$ cat config.mk
export PLATFORM = sky130hd
export DESIGN_NAME = aid_arith_decode
export DESIGN_NICKNAME = d
export VERILOG_FILES = /design/src/rtl/aid_iram.v /design/src/rtl/aid_arith_decode.v
export VERILOG_INCLUDE_DIRS = /design/src /design/src/rtl
export SDC_FILE = /design/constraint.sdc
export NUM_CORES = 2
export LEC_CHECK = 0
export BUFFER_PORTS_ARGS = -buffer_cell sky130_fd_sc_hd__buf_2
export CAP_MARGIN = 30
export CELL_PAD_IN_SITES_DETAIL_PLACEMENT = 0
export CELL_PAD_IN_SITES_GLOBAL_PLACEMENT = 1
export CORE_MARGIN = 2
export CORE_UTILIZATION = 36
export CTS_CLUSTER_DIAMETER = 200
export DETAILED_ROUTE_END_ITERATION = 6
export PLACE_DENSITY_LB_ADDON = 0.1
export SETUP_SLACK_MARGIN = 0.1
export SKIP_CTS_REPAIR_TIMING = 1
export SLEW_MARGIN = 20
export SYNTH_ARGS = -nofsm -noshare
export SYNTH_HDL_FRONTEND = slang
export SYNTH_SLANG_ARGS = --single-unit
$ cat constraint.sdc
create_clock -name clock -period 30.7 [get_ports clock]
set_clock_uncertainty 0.15 [all_clocks]
set_input_delay 6.14 -clock clock [delete_from_list [all_inputs] [get_ports clock]]
set_output_delay 6.14 -clock clock [all_outputs]
set_load 0.005 [all_outputs]
$ cat src/rtl/aid_defines.vh
// constants for the arithmetic instruction decoder and sequencer
// assumes one 200 MHz core clock and a synchronous-read program memory
`ifndef AID_DEFINES_VH
`define AID_DEFINES_VH

// ----------------------------------------------------------------
// timing
// ----------------------------------------------------------------
// divider end count, 6 clocks a cycle
`define AID_ICYC_LAST 3'h5

// ----------------------------------------------------------------
// status word field positions
// ----------------------------------------------------------------
`define AID_PSW_CY 7
`define AID_PSW_AC 6
`define AID_PSW_RS1 4
`define AID_PSW_RS0 3
`define AID_PSW_OV 2
`define AID_PSW_P 0

// ----------------------------------------------------------------
// registers reachable by direct forms
// ----------------------------------------------------------------
`define AID_SFR_ACC 8'hE0
`define AID_SFR_B 8'hF0
`define AID_SFR_PSW 8'hD0
`define AID_SFR_DPL 8'h82
`define AID_SFR_DPH 8'h83

// ----------------------------------------------------------------
// opcode encodings
// ----------------------------------------------------------------
`define AID_HI_INC 4'h0
`define AID_HI_DEC 4'h1
`define AID_HI_ADD 4'h2
`define AID_HI_ADCY 4'h3
`define AID_HI_SBRW 4'h9
`define AID_LO_FIRST 4'h4
`define AID_OPC_INCDP 8'hA3
`define AID_OPC_MUL 8'hA4
`define AID_OPC_DIV 8'h84
`define AID_OPC_DA 8'hD4

// ----------------------------------------------------------------
// instruction cycle counts
// ----------------------------------------------------------------
`define AID_NCYC_ONE 3'h1
`define AID_NCYC_TWO 3'h2
`define AID_NCYC_INCDP 3'h3
`define AID_NCYC_MULDIV 3'h5

// ----------------------------------------------------------------
// reset values
// ----------------------------------------------------------------
`define AID_RST_BYTE 8'h00
`define AID_RST_WORD 16'h0000

`endif

$ cat src/rtl/aid_iram.v
// internal data memory, 256 bytes, one write and one read port
// assumes the sequencer gives the read address one clock before use
`timescale 1ns/10ps

module aid_iram (
    // clock and reset
    input wire clock,
    input wire arst_n,
    // write side
    input wire wrEn,
    input wire [7:0] wrAddr,
    input wire [7:0] wrData,
    // read side
    input wire [7:0] rdAddr,
    output reg [7:0] rdData
);

    reg [7:0] mem [0:255];

    // ----------------------------------------------------------------
    // storage
    // ----------------------------------------------------------------
    // no reset on the array so it maps onto plain ram
    always @(posedge clock) begin
        if (wrEn) begin
            mem[wrAddr] <= wrData;
        end
    end

    // registered read; same-address write returns the old byte
    always @(posedge clock or negedge arst_n) begin
        if (!arst_n) begin
            rdData <= 8'h00;
        end else begin
            rdData <= mem[rdAddr];
        end
    end

endmodule // aid_iram

$ cat src/rtl/aid_arith_decode.v
// decoder and sequencer for the arithmetic instruction group
// assumes program memory returns the byte at progAddr one clock later,
// and that preloads happen only while run is low and the core is idle
`timescale 1ns/10ps
`include "aid_defines.vh"

// Operation
// RULE1 - standard opcodes, same function, own timing
// RULE2 - flags updated exactly as standard part
// RULE3 - indirect address from R0/R1 by bit0
// RULE4 - 25: add direct byte, 2 bytes/cycles
// RULE5 - 26-27: add indirect byte, one cycle
// RULE6 - 38-3F: add register plus carry
// RULE7 - 35: add direct plus carry, two cycles
// RULE8 - 36-37: add indirect plus carry, one cycle
// RULE9 - 34: add immediate plus carry, two cycles
// RULE10 - 98-9F: subtract register with borrow
// RULE11 - 95: subtract direct with borrow, two cycles
// RULE12 - 96-97: subtract indirect with borrow
// RULE13 - 94: subtract immediate with borrow
// RULE14 - 05: increment direct byte in place
// RULE15 - 06-07: increment indirect byte in place
// RULE16 - 15: decrement direct byte in place
// RULE17 - 16-17: decrement indirect byte in place
// RULE18 - A3: increment data pointer, three cycles
// RULE19 - register add one cycle, immediate two
// RULE20 - accumulator/register increment, decrement single cycle
// RULE21 - multiply and divide take five cycles
// RULE22 - decimal adjust in one cycle
module aid_arith_decode (
    // clock and reset
    input wire clock,
    input wire arst_n,
    // run control
    input wire run,
    // program memory
    output reg [15:0] progAddr,
    input wire [7:0] progData,
    // preload while halted
    input wire ramLoadEn,
    input wire [7:0] ramLoadAddr,
    input wire [7:0] ramLoadData,
    input wire regLoadEn,
    input wire [7:0] regLoadAcc,
    input wire [7:0] regLoadB,
    input wire [7:0] regLoadPsw,
    input wire [15:0] regLoadPointer,
    // architectural state
    output reg [7:0] acc,
    output reg [7:0] bReg,
    output reg [7:0] psw,
    output reg [15:0] dataPointer16,
    // sequencing
    output reg instrDone,
    output reg unsupportedOp
);

    // ----------------------------------------------------------------
    // encodings
    // ----------------------------------------------------------------
    localparam ST_IDLE = 3'h0;
    localparam ST_FETCH = 3'h1;
    localparam ST_OPWAIT = 3'h2;
    localparam ST_OPND = 3'h3;
    localparam ST_PTR = 3'h4;
    localparam ST_MEM = 3'h5;
    localparam ST_EXEC = 3'h6;
    localparam ST_WAIT = 3'h7;

    localparam SRC_NONE = 3'h0;
    localparam SRC_A = 3'h1;
    localparam SRC_IMM = 3'h2;
    localparam SRC_DIR = 3'h3;
    localparam SRC_IND = 3'h4;
    localparam SRC_REG = 3'h5;

    localparam OP_NONE = 4'h0;
    localparam OP_ADD = 4'h1;
    localparam OP_ADCY = 4'h2;
    localparam OP_SBRW = 4'h3;
    localparam OP_INC = 4'h4;
    localparam OP_DEC = 4'h5;
    localparam OP_INCDP = 4'h6;
    localparam OP_MUL = 4'h7;
    localparam OP_DIV = 4'h8;
    localparam OP_DA = 4'h9;

    reg [2:0] state;
    reg [2:0] divCnt;
    reg [2:0] cycLeft;
    reg [7:0] opcode;
    reg [7:0] operand;
    reg [7:0] memAddr;
    reg isSfr;
    wire [7:0] ramRdata;
    wire icycTick = (divCnt == `AID_ICYC_LAST);

    // ----------------------------------------------------------------
    // instruction cycle divider
    // ----------------------------------------------------------------
    // free running so every instruction starts on a cycle boundary
    always @(posedge clock or negedge arst_n) begin
        if (!arst_n) begin
            divCnt <= 3'h0;
        end else if (icycTick) begin
            divCnt <= 3'h0;
        end else begin
            divCnt <= divCnt + 3'h1;
        end
    end

    // ----------------------------------------------------------------
    // opcode decode
    // ----------------------------------------------------------------
    // the opcode is live on progData in fetch, held afterwards
    wire [7:0] decByte = (state == ST_FETCH) ? progData : opcode;
    reg [3:0] decOp;
    reg [2:0] decSrc;
    reg [2:0] decCyc;
    reg decTwoByte;

    always @* begin
        decOp = OP_NONE;
        decSrc = SRC_NONE;
        if (decByte[3:0] >= `AID_LO_FIRST) begin
            case (decByte[7:4])
                `AID_HI_INC: decOp = OP_INC; // RULE14 RULE15 RULE20
                `AID_HI_DEC: decOp = OP_DEC; // RULE16 RULE17 RULE20
                `AID_HI_ADD: decOp = OP_ADD; // RULE4 RULE5 RULE19
                `AID_HI_ADCY: decOp = OP_ADCY; // RULE6 RULE7 RULE8 RULE9
                `AID_HI_SBRW: decOp = OP_SBRW; // RULE10 RULE11 RULE12 RULE13
                default: decOp = OP_NONE;
            endcase
            // operand form comes from the low nibble; x4 is the accumulator for inc/dec, else immediate
            if (decOp != OP_NONE) begin
                if (decByte[3]) begin
                    decSrc = SRC_REG; // RULE6 RULE10 RULE19 RULE20
                end else if (decByte[2:1] == 2'h3) begin
                    decSrc = SRC_IND; // RULE5 RULE8 RULE12 RULE15 RULE17
                end else if (decByte[0]) begin
                    decSrc = SRC_DIR; // RULE4 RULE7 RULE11 RULE14 RULE16
                end else if ((decOp == OP_INC) || (decOp == OP_DEC)) begin
                    decSrc = SRC_A; // RULE20
                end else begin
                    decSrc = SRC_IMM; // RULE9 RULE13 RULE19
                end
            end
        end
        case (decByte)
            `AID_OPC_INCDP: decOp = OP_INCDP; // RULE18
            `AID_OPC_MUL: decOp = OP_MUL; // RULE21
            `AID_OPC_DIV: decOp = OP_DIV; // RULE21
            `AID_OPC_DA: decOp = OP_DA; // RULE22
            default: decOp = decOp;
        endcase
        decTwoByte = (decSrc == SRC_DIR) || (decSrc == SRC_IMM);
        if (decOp == OP_INCDP) begin
            decCyc = `AID_NCYC_INCDP; // RULE18
        end else if ((decOp == OP_MUL) || (decOp == OP_DIV)) begin
            decCyc = `AID_NCYC_MULDIV; // RULE21
        end else if (decTwoByte) begin
            decCyc = `AID_NCYC_TWO; // RULE4 RULE7 RULE9 RULE11 RULE13
        end else begin
            decCyc = `AID_NCYC_ONE; // RULE5 RULE8 RULE12 RULE22
        end
    end

    // ----------------------------------------------------------------
    // internal memory port
    // ----------------------------------------------------------------
    // bank bits pick one of four register banks
    wire [7:0] regAddr = {3'h0, psw[`AID_PSW_RS1:`AID_PSW_RS0], decByte[2:0]};
    wire [7:0] ptrAddr = {3'h0, psw[`AID_PSW_RS1:`AID_PSW_RS0], 2'h0, decByte[0]}; // RULE3
    reg [7:0] ramRdAddr;
    reg execWr;
    reg [7:0] execWrData;

    always @* begin
        case (state)
            ST_FETCH: ramRdAddr = (decSrc == SRC_IND) ? ptrAddr : regAddr;
            ST_OPND: ramRdAddr = progData;
            ST_PTR: ramRdAddr = ramRdata; // RULE3
            default: ramRdAddr = 8'h00;
        endcase
    end

    // preload shares the write port; only legal while idle
    wire ramWe = ((state == ST_EXEC) && execWr && !isSfr)
        || ((state == ST_IDLE) && ramLoadEn);
    wire [7:0] ramWrAddr = (state == ST_EXEC) ? memAddr : ramLoadAddr;
    wire [7:0] ramWrData = (state == ST_EXEC) ? execWrData : ramLoadData;

    aid_iram u_iram (
        .clock(clock),
        .arst_n(arst_n),
        .wrEn(ramWe),
        .wrAddr(ramWrAddr),
        .wrData(ramWrData),
        .rdAddr(ramRdAddr),
        .rdData(ramRdata)
    );

    // direct addresses above 0x7F reach the few registers held here
    reg [7:0] sfrRead;
    always @* begin
        case (memAddr)
            `AID_SFR_ACC: sfrRead = acc;
            `AID_SFR_B: sfrRead = bReg;
            `AID_SFR_PSW: sfrRead = psw;
            `AID_SFR_DPL: sfrRead = dataPointer16[7:0];
            `AID_SFR_DPH: sfrRead = dataPointer16[15:8];
            default: sfrRead = 8'h00;
        endcase
    end

    // ----------------------------------------------------------------
    // execute datapath
    // ----------------------------------------------------------------
    wire cin = ((decOp == OP_ADCY) || (decOp == OP_SBRW)) ? psw[`AID_PSW_CY] : 1'b0;
    wire [8:0] sum9 = {1'b0, acc} + {1'b0, operand} + {8'h00, cin};
    wire [4:0] sumNib = {1'b0, acc[3:0]} + {1'b0, operand[3:0]} + {4'h0, cin};
    wire [8:0] dif9 = {1'b0, acc} - {1'b0, operand} - {8'h00, cin};
    wire [4:0] difNib = {1'b0, acc[3:0]} - {1'b0, operand[3:0]} - {4'h0, cin};
    wire [15:0] prod = {8'h00, acc} * {8'h00, bReg};
    wire [7:0] stepIn = (decSrc == SRC_A) ? acc : operand;
    wire [7:0] stepOut = (decOp == OP_INC) ? stepIn + 8'h01 : stepIn - 8'h01;
    wire daLow = (acc[3:0] > 4'h9) || psw[`AID_PSW_AC];
    wire [8:0] daT1 = {1'b0, acc} + (daLow ? 9'h006 : 9'h000);
    wire daHigh = (daT1[7:4] > 4'h9) || psw[`AID_PSW_CY] || daT1[8];
    wire [8:0] daT2 = {1'b0, daT1[7:0]} + (daHigh ? 9'h060 : 9'h000);
    reg [7:0] nAcc;
    reg [7:0] nB;
    reg [7:0] nPsw;
    reg [15:0] nPtr;

    always @* begin
        nAcc = acc;
        nB = bReg;
        nPsw = psw;
        nPtr = dataPointer16;
        execWr = 1'b0;
        execWrData = 8'h00;
        case (decOp)
            OP_ADD, OP_ADCY: begin
                nAcc = sum9[7:0]; // RULE4 RULE5 RULE6 RULE7 RULE8 RULE9
                nPsw[`AID_PSW_CY] = sum9[8]; // RULE2
                nPsw[`AID_PSW_AC] = sumNib[4]; // RULE2
                nPsw[`AID_PSW_OV] = (acc[7] == operand[7]) && (sum9[7] != acc[7]); // RULE2
            end
            OP_SBRW: begin
                nAcc = dif9[7:0]; // RULE10 RULE11 RULE12 RULE13
                nPsw[`AID_PSW_CY] = dif9[8]; // RULE2
                nPsw[`AID_PSW_AC] = difNib[4]; // RULE2
                nPsw[`AID_PSW_OV] = (acc[7] != operand[7]) && (dif9[7] != acc[7]); // RULE2
            end
            OP_INC, OP_DEC: begin
                // no flags change; only the parity follows the accumulator
                if (decSrc == SRC_A) begin
                    nAcc = stepOut; // RULE20
                end else begin
                    execWr = 1'b1; // RULE14 RULE15 RULE16 RULE17
                    execWrData = stepOut;
                end
            end
            OP_INCDP: nPtr = dataPointer16 + 16'h0001; // RULE18
            OP_MUL: begin
                nAcc = prod[7:0]; // RULE21
                nB = prod[15:8];
                nPsw[`AID_PSW_CY] = 1'b0; // RULE2
                nPsw[`AID_PSW_OV] = |prod[15:8]; // RULE2
            end
            OP_DIV: begin
                nPsw[`AID_PSW_CY] = 1'b0; // RULE2
                nPsw[`AID_PSW_OV] = (bReg == 8'h00); // RULE2
                // divide by zero leaves both operands untouched
                if (bReg != 8'h00) begin
                    nAcc = acc / bReg; // RULE21
                    nB = acc % bReg;
                end
            end
            OP_DA: begin
                nAcc = daT2[7:0]; // RULE22
                nPsw[`AID_PSW_CY] = psw[`AID_PSW_CY] | daT1[8] | daT2[8]; // RULE2
            end
            default: nAcc = acc;
        endcase
        // in-place update of a register held here rather than in ram
        if (execWr && isSfr) begin
            case (memAddr)
                `AID_SFR_ACC: nAcc = execWrData;
                `AID_SFR_B: nB = execWrData;
                `AID_SFR_PSW: nPsw = execWrData;
                `AID_SFR_DPL: nPtr[7:0] = execWrData;
                `AID_SFR_DPH: nPtr[15:8] = execWrData;
                default: nB = nB;
            endcase
        end
    end

    // ----------------------------------------------------------------
    // sequencer and architectural state
    // ----------------------------------------------------------------
    // opcodes outside the group run as one-byte one-cycle no-ops
    always @(posedge clock or negedge arst_n) begin
        if (!arst_n) begin
            state <= ST_IDLE;
            cycLeft <= `AID_NCYC_ONE;
            opcode <= `AID_RST_BYTE;
            operand <= `AID_RST_BYTE;
            memAddr <= `AID_RST_BYTE;
            isSfr <= 1'b0;
            progAddr <= `AID_RST_WORD;
            acc <= `AID_RST_BYTE;
            bReg <= `AID_RST_BYTE;
            psw <= `AID_RST_BYTE;
            dataPointer16 <= `AID_RST_WORD;
            instrDone <= 1'b0;
            unsupportedOp <= 1'b0;
        end else begin
            instrDone <= 1'b0;
            unsupportedOp <= 1'b0;
            case (state)
                ST_IDLE: begin
                    if (regLoadEn) begin
                        acc <= regLoadAcc;
                        bReg <= regLoadB;
                        psw <= {regLoadPsw[7:1], ^regLoadAcc};
                        dataPointer16 <= regLoadPointer;
                    end
                    if (run && icycTick) begin
                        state <= ST_FETCH;
                    end
                end
                ST_FETCH: begin
                    opcode <= progData; // RULE1
                    progAddr <= progAddr + 16'h0001;
                    cycLeft <= decCyc;
                    isSfr <= 1'b0;
                    memAddr <= regAddr;
                    if (decOp == OP_NONE) begin
                        unsupportedOp <= 1'b1;
                        state <= ST_WAIT;
                    end else if (decTwoByte) begin
                        state <= ST_OPWAIT;
                    end else if (decSrc == SRC_IND) begin
                        state <= ST_PTR;
                    end else if (decSrc == SRC_REG) begin
                        state <= ST_MEM;
                    end else begin
                        state <= ST_EXEC;
                    end
                end
                ST_OPWAIT: state <= ST_OPND;
                ST_OPND: begin
                    operand <= progData;
                    progAddr <= progAddr + 16'h0001;
                    memAddr <= progData;
                    isSfr <= progData[7];
                    state <= (decSrc == SRC_IMM) ? ST_EXEC : ST_MEM;
                end
                ST_PTR: begin
                    memAddr <= ramRdata; // RULE3
                    state <= ST_MEM;
                end
                ST_MEM: begin
                    operand <= isSfr ? sfrRead : ramRdata;
                    state <= ST_EXEC;
                end
                ST_EXEC: begin
                    acc <= nAcc;
                    bReg <= nB;
                    psw <= {nPsw[7:1], ^nAcc}; // RULE2
                    dataPointer16 <= nPtr;
                    state <= ST_WAIT;
                end
                ST_WAIT: begin
                    // hold until the instruction has used all its cycles
                    if (icycTick) begin
                        if (cycLeft == `AID_NCYC_ONE) begin
                            instrDone <= 1'b1;
                            state <= run ? ST_FETCH : ST_IDLE;
                        end else begin
                            cycLeft <= cycLeft - 3'h1;
                        end
                    end
                end
                default: state <= ST_IDLE;
            endcase
        end
    end

endmodule // aid_arith_decode

==> results.md <==
- Cell Area, Synth: about 94,000 µm²
- DR pass1 iterations: 7
- Worst-path clk slew: 0.06 ns
- Nets@finish: 7,886
- Leak Pwr: 36.7 nW
- Port bufs: between 100 and 150
- Htree depth: 4
- Setup ws final: 16.25 ns
- Via density: roughly 5.5
- Final wirelength: a little under 300 mm
- Max IR drop VDD: approximately 0.085 mV
- Crit path top cell by count: o21a_1
- Starting DRC count in detailed routing: approximately 5.3k
- Clk sinks: roughly 2.1k
- Hold endpoint: progAddr[15]$_DFFE_PN0P_
- Total CTS buffers: between 200 and 250
- First-pass GRT wire length: between 400 and 500 mm
- Top-count cell post-synth: edfxtp_1
- GRT overflow: 0
- Critical Path Source Type: flop
- Overall power: 0.00878 W
- Slowest stage delay, CP: approximately 0.69 ns
- WP buf/inv: 2
- Metal2 WL: approximately 140 mm
- Asr flop ratio synth: roughly 4.7%
- Max_cap viols: 0
- Crit end category: flop
- Syn_area_per_cell: about 12 µm²
- Syn nets: 7,930
- Pins Over Slew Limit: 0
- Met3 wire len: roughly 14 mm
- Fraction of layout cells with a size suffix above 1: roughly 8.4%
- Clock Tree Root: clkbuf_16
- Die area: between 200,000 and 300,000 µm²
- Critical Path RT: 31.30 ns
- Main synth FF type: edfxtp_1
- Synth Register Bits: ~2.1k
- Reg2Reg Capture Point: psw[0]$_DFFE_PN0P_
- Fmax: 0.0692 GHz
- Num rows: roughly 190
- Initial Utilization: between 30 and 40%
- GP Congestion: roughly 0.83
- Ports: about 130
- Pwr/cell area: between 80 and 90 nW/µm²
- Synth unique cells: 97
- Yosys top cell by area: edfxtp_1
- Pre-CTS setup slack: around 16 ns
- DR vias: 61.8k
- Sequential element share of the synthesized area: between 60% and 70%
- Final-layout fill cell count: 24.5k
- Register area: roughly 64,000 µm²
- CP max-delay cell: or4_1
- Final Setup Violations: 0
- Worst-Margin Slew: 1.03 ns
- M1 wire length: roughly 130 mm
- Synth top area cells: edfxtp_1 65%, nand2_1 7.0%, a311oi_1 3.4%
- Top cell type's share of synthesized area: approximately two thirds
- Clk buf depth: 3
- Worst r2r src: bReg[5]$_DFFE_PN0P_
- Area Growth Syn to Fin: 12.1%
- Top Metal Used: met5
- Post-DRT Antenna Nets: 0
- Worst hold path startpoint: progAddr[15]$_DFFE_PN0P_
- Die width: between 500 and 600 µm
- DR DRC count: 0
- Multi-input combinational cell area: between 20,000 and 30,000 µm²
- Initial antenna violation count: 15
- Vias in the first global route: 59.6k
- Largest net degree at the start of global routing: roughly 190
- Dpl hpwl: approximately 170 mm
- Setup TNS: 0 ns
- R2R Setup Slk: between 15 and 20 ns
- Warning count from the yosys run: 0
- Final hold vios: 0
- Latest clock arrival within the worst-skew pair: ~0.89 ns
- Non-filler instance count after layout: approximately 11k
- Mapped Cells: 7,705
- Worst Path Arrival: approximately 15 ns
- Die H: between 500 and 600 µm
- RSZ-0062 raised after global routing: false
- Worst R2R Path Depth: between 50 and 60
- CP max FO: 13
- Rel. slew slack: between 30% and 40%
- Status: complete, no violations
- Kind of critical path: reg2reg
- Hold path depth: 1
- Type of the worst min-delay path: reg2reg
- Crit-path leading delay family: compound AO/OA/AOI/OAI gates
- Final Critical Period: 14.45 ns
- Dpl cells: roughly 11k
- Placeable Area: between 200,000 and 300,000 µm²
- Total Routing Usage GR: 21.7%
- DR WL/cell: between 20 and 30 µm
- Synth cell count leaders: 2,048 x edfxtp_1, 1,763 x nand2_1, 459 x nand3_1
- EDFF count, synth: around 2.0k
- Final worst-path cycle share: around 47%
- CTS tree: done
==> where the power goes <==
part | total (W) | switching [W] | internal (W)
Clock | 0.00264 | 0.00117 | 0.00147
Combinational | 0.00255 | 0.00169 | 0.000868
Sequential | 0.00358 | 0.000110 | 0.00347
==> cell usage in the layout (no fill, tap or decap), types with 43 or more instances in the layout <==
cell	count
buf_4	131
clkbuf_1	64
nor2_1	429
and3_1	361
ha_1	112
o21ai_0	125
o22ai_1	148
clkinv_1	61
a311oi_1	368
dfrtp_1	98
a31oi_1	80
nand3_1	459
nand2_1	1743
edfxtp_1	2048
mux2i_1	43
clkbuf_16	231
fa_1	44
xnor2_1	66
buf_2	126
inv_1	107
nor3_1	56
a21oi_1	362
==> worst register-to-register path: cells and delay by family (launching register included) <==
family | cells | cell delay (ns)
muxes | 3 | 1.01
AOI/OAI and AO/OA | 31 | 5.83
buffers and inverters | 2 | 0.42
xor gates and xnor gates | 3 | 0.80
and+or+nand+nor | 11 | 3.18
adders and majority gates | 7 | 2.29
DFF | 1 | 0.66
==> sequential cells by signal (all words and copies together) (netlist names) <==
| signal | count |
|---|---|
| acc | 8 |
| bReg | 8 |
| cycLeft | 3 |
| dataPointer16 | 16 |
| divCnt | 3 |
| instrDone | 1 |
| isSfr | 1 |
| memAddr | 8 |
| opcode | 8 |
| operand | 8 |
| progAddr | 16 |
| psw | 8 |
| state | 3 |
| u_iram.mem | 2048 |
| u_iram.rdData | 8 |
| unsupportedOp | 1 |
==> logic make-up after synthesis <==
kind of cell	after synthesis	share of synthesized area, %
AND/OR/NAND/NOR	3198	14.9
flip-flops	2148	68.1
AO/OA/AOI/OAI	1366	10.1
buffers and inverters	669	2.82
adder cells (fa/ha/maj)	156	2.43
XOR/XNOR	103	0.975
multiplexers	65	0.738
==> per-stage QoR <==
stage	util (%)	hold WS [ns]	area, µm²
after global placement	37.8	0.301	98100
after CTS	40.5	0.315	105000
after detailed placement	37.8	0.306	98100
after global routing	40.6	0.344	105000
after floorplan	-	0.286	94000
final	40.6	0.314	105000
==> area by class of cell <==
type | count | share of cell area (%)
sequential | 2148 | 60.8
multi-input combinational | 4888 | 26.2
clock buffer | 298 | 5.76
tap | 3402 | 4.04
timing repair buffer | 278 | 1.88
clock inverter | 112 | 0.943
inverter | 114 | 0.406
antenna | 7 | 0.0166
==> worst max path at each step <==
stage | from | endpoint | slack, ns | depth (start not counted)
5_1_grt | bReg[5]$_DFFE_PN0P_ | psw[0]$_DFFE_PN0P_ | 15.24 | 57
2_1_floorplan | progData[0] | u_iram.mem[0][7]$_DFFE_PP_ | 9.11 | 13
3_5_place_dp | bReg[5]$_DFFE_PN0P_ | psw[0]$_DFFE_PN0P_ | 16.39 | 57
3_3_place_gp | bReg[5]$_DFFE_PN0P_ | psw[0]$_DFFE_PN0P_ | 16.15 | 56
6_report | bReg[5]$_DFFE_PN0P_ | psw[0]$_DFFE_PN0P_ | 16.25 | 57
4_1_cts | bReg[5]$_DFFE_PN0P_ | psw[0]$_DFFE_PN0P_ | 16.32 | 57
==> routing by layer <==
metal	vias to the layer above	track usage [%]
met4	2	4.89
met5	-	0
li1	28640	-
met2	1567	34.9
met3	337	2.83
met1	31255	31.2
Note: power is estimated with default switching activity, not from simulation.
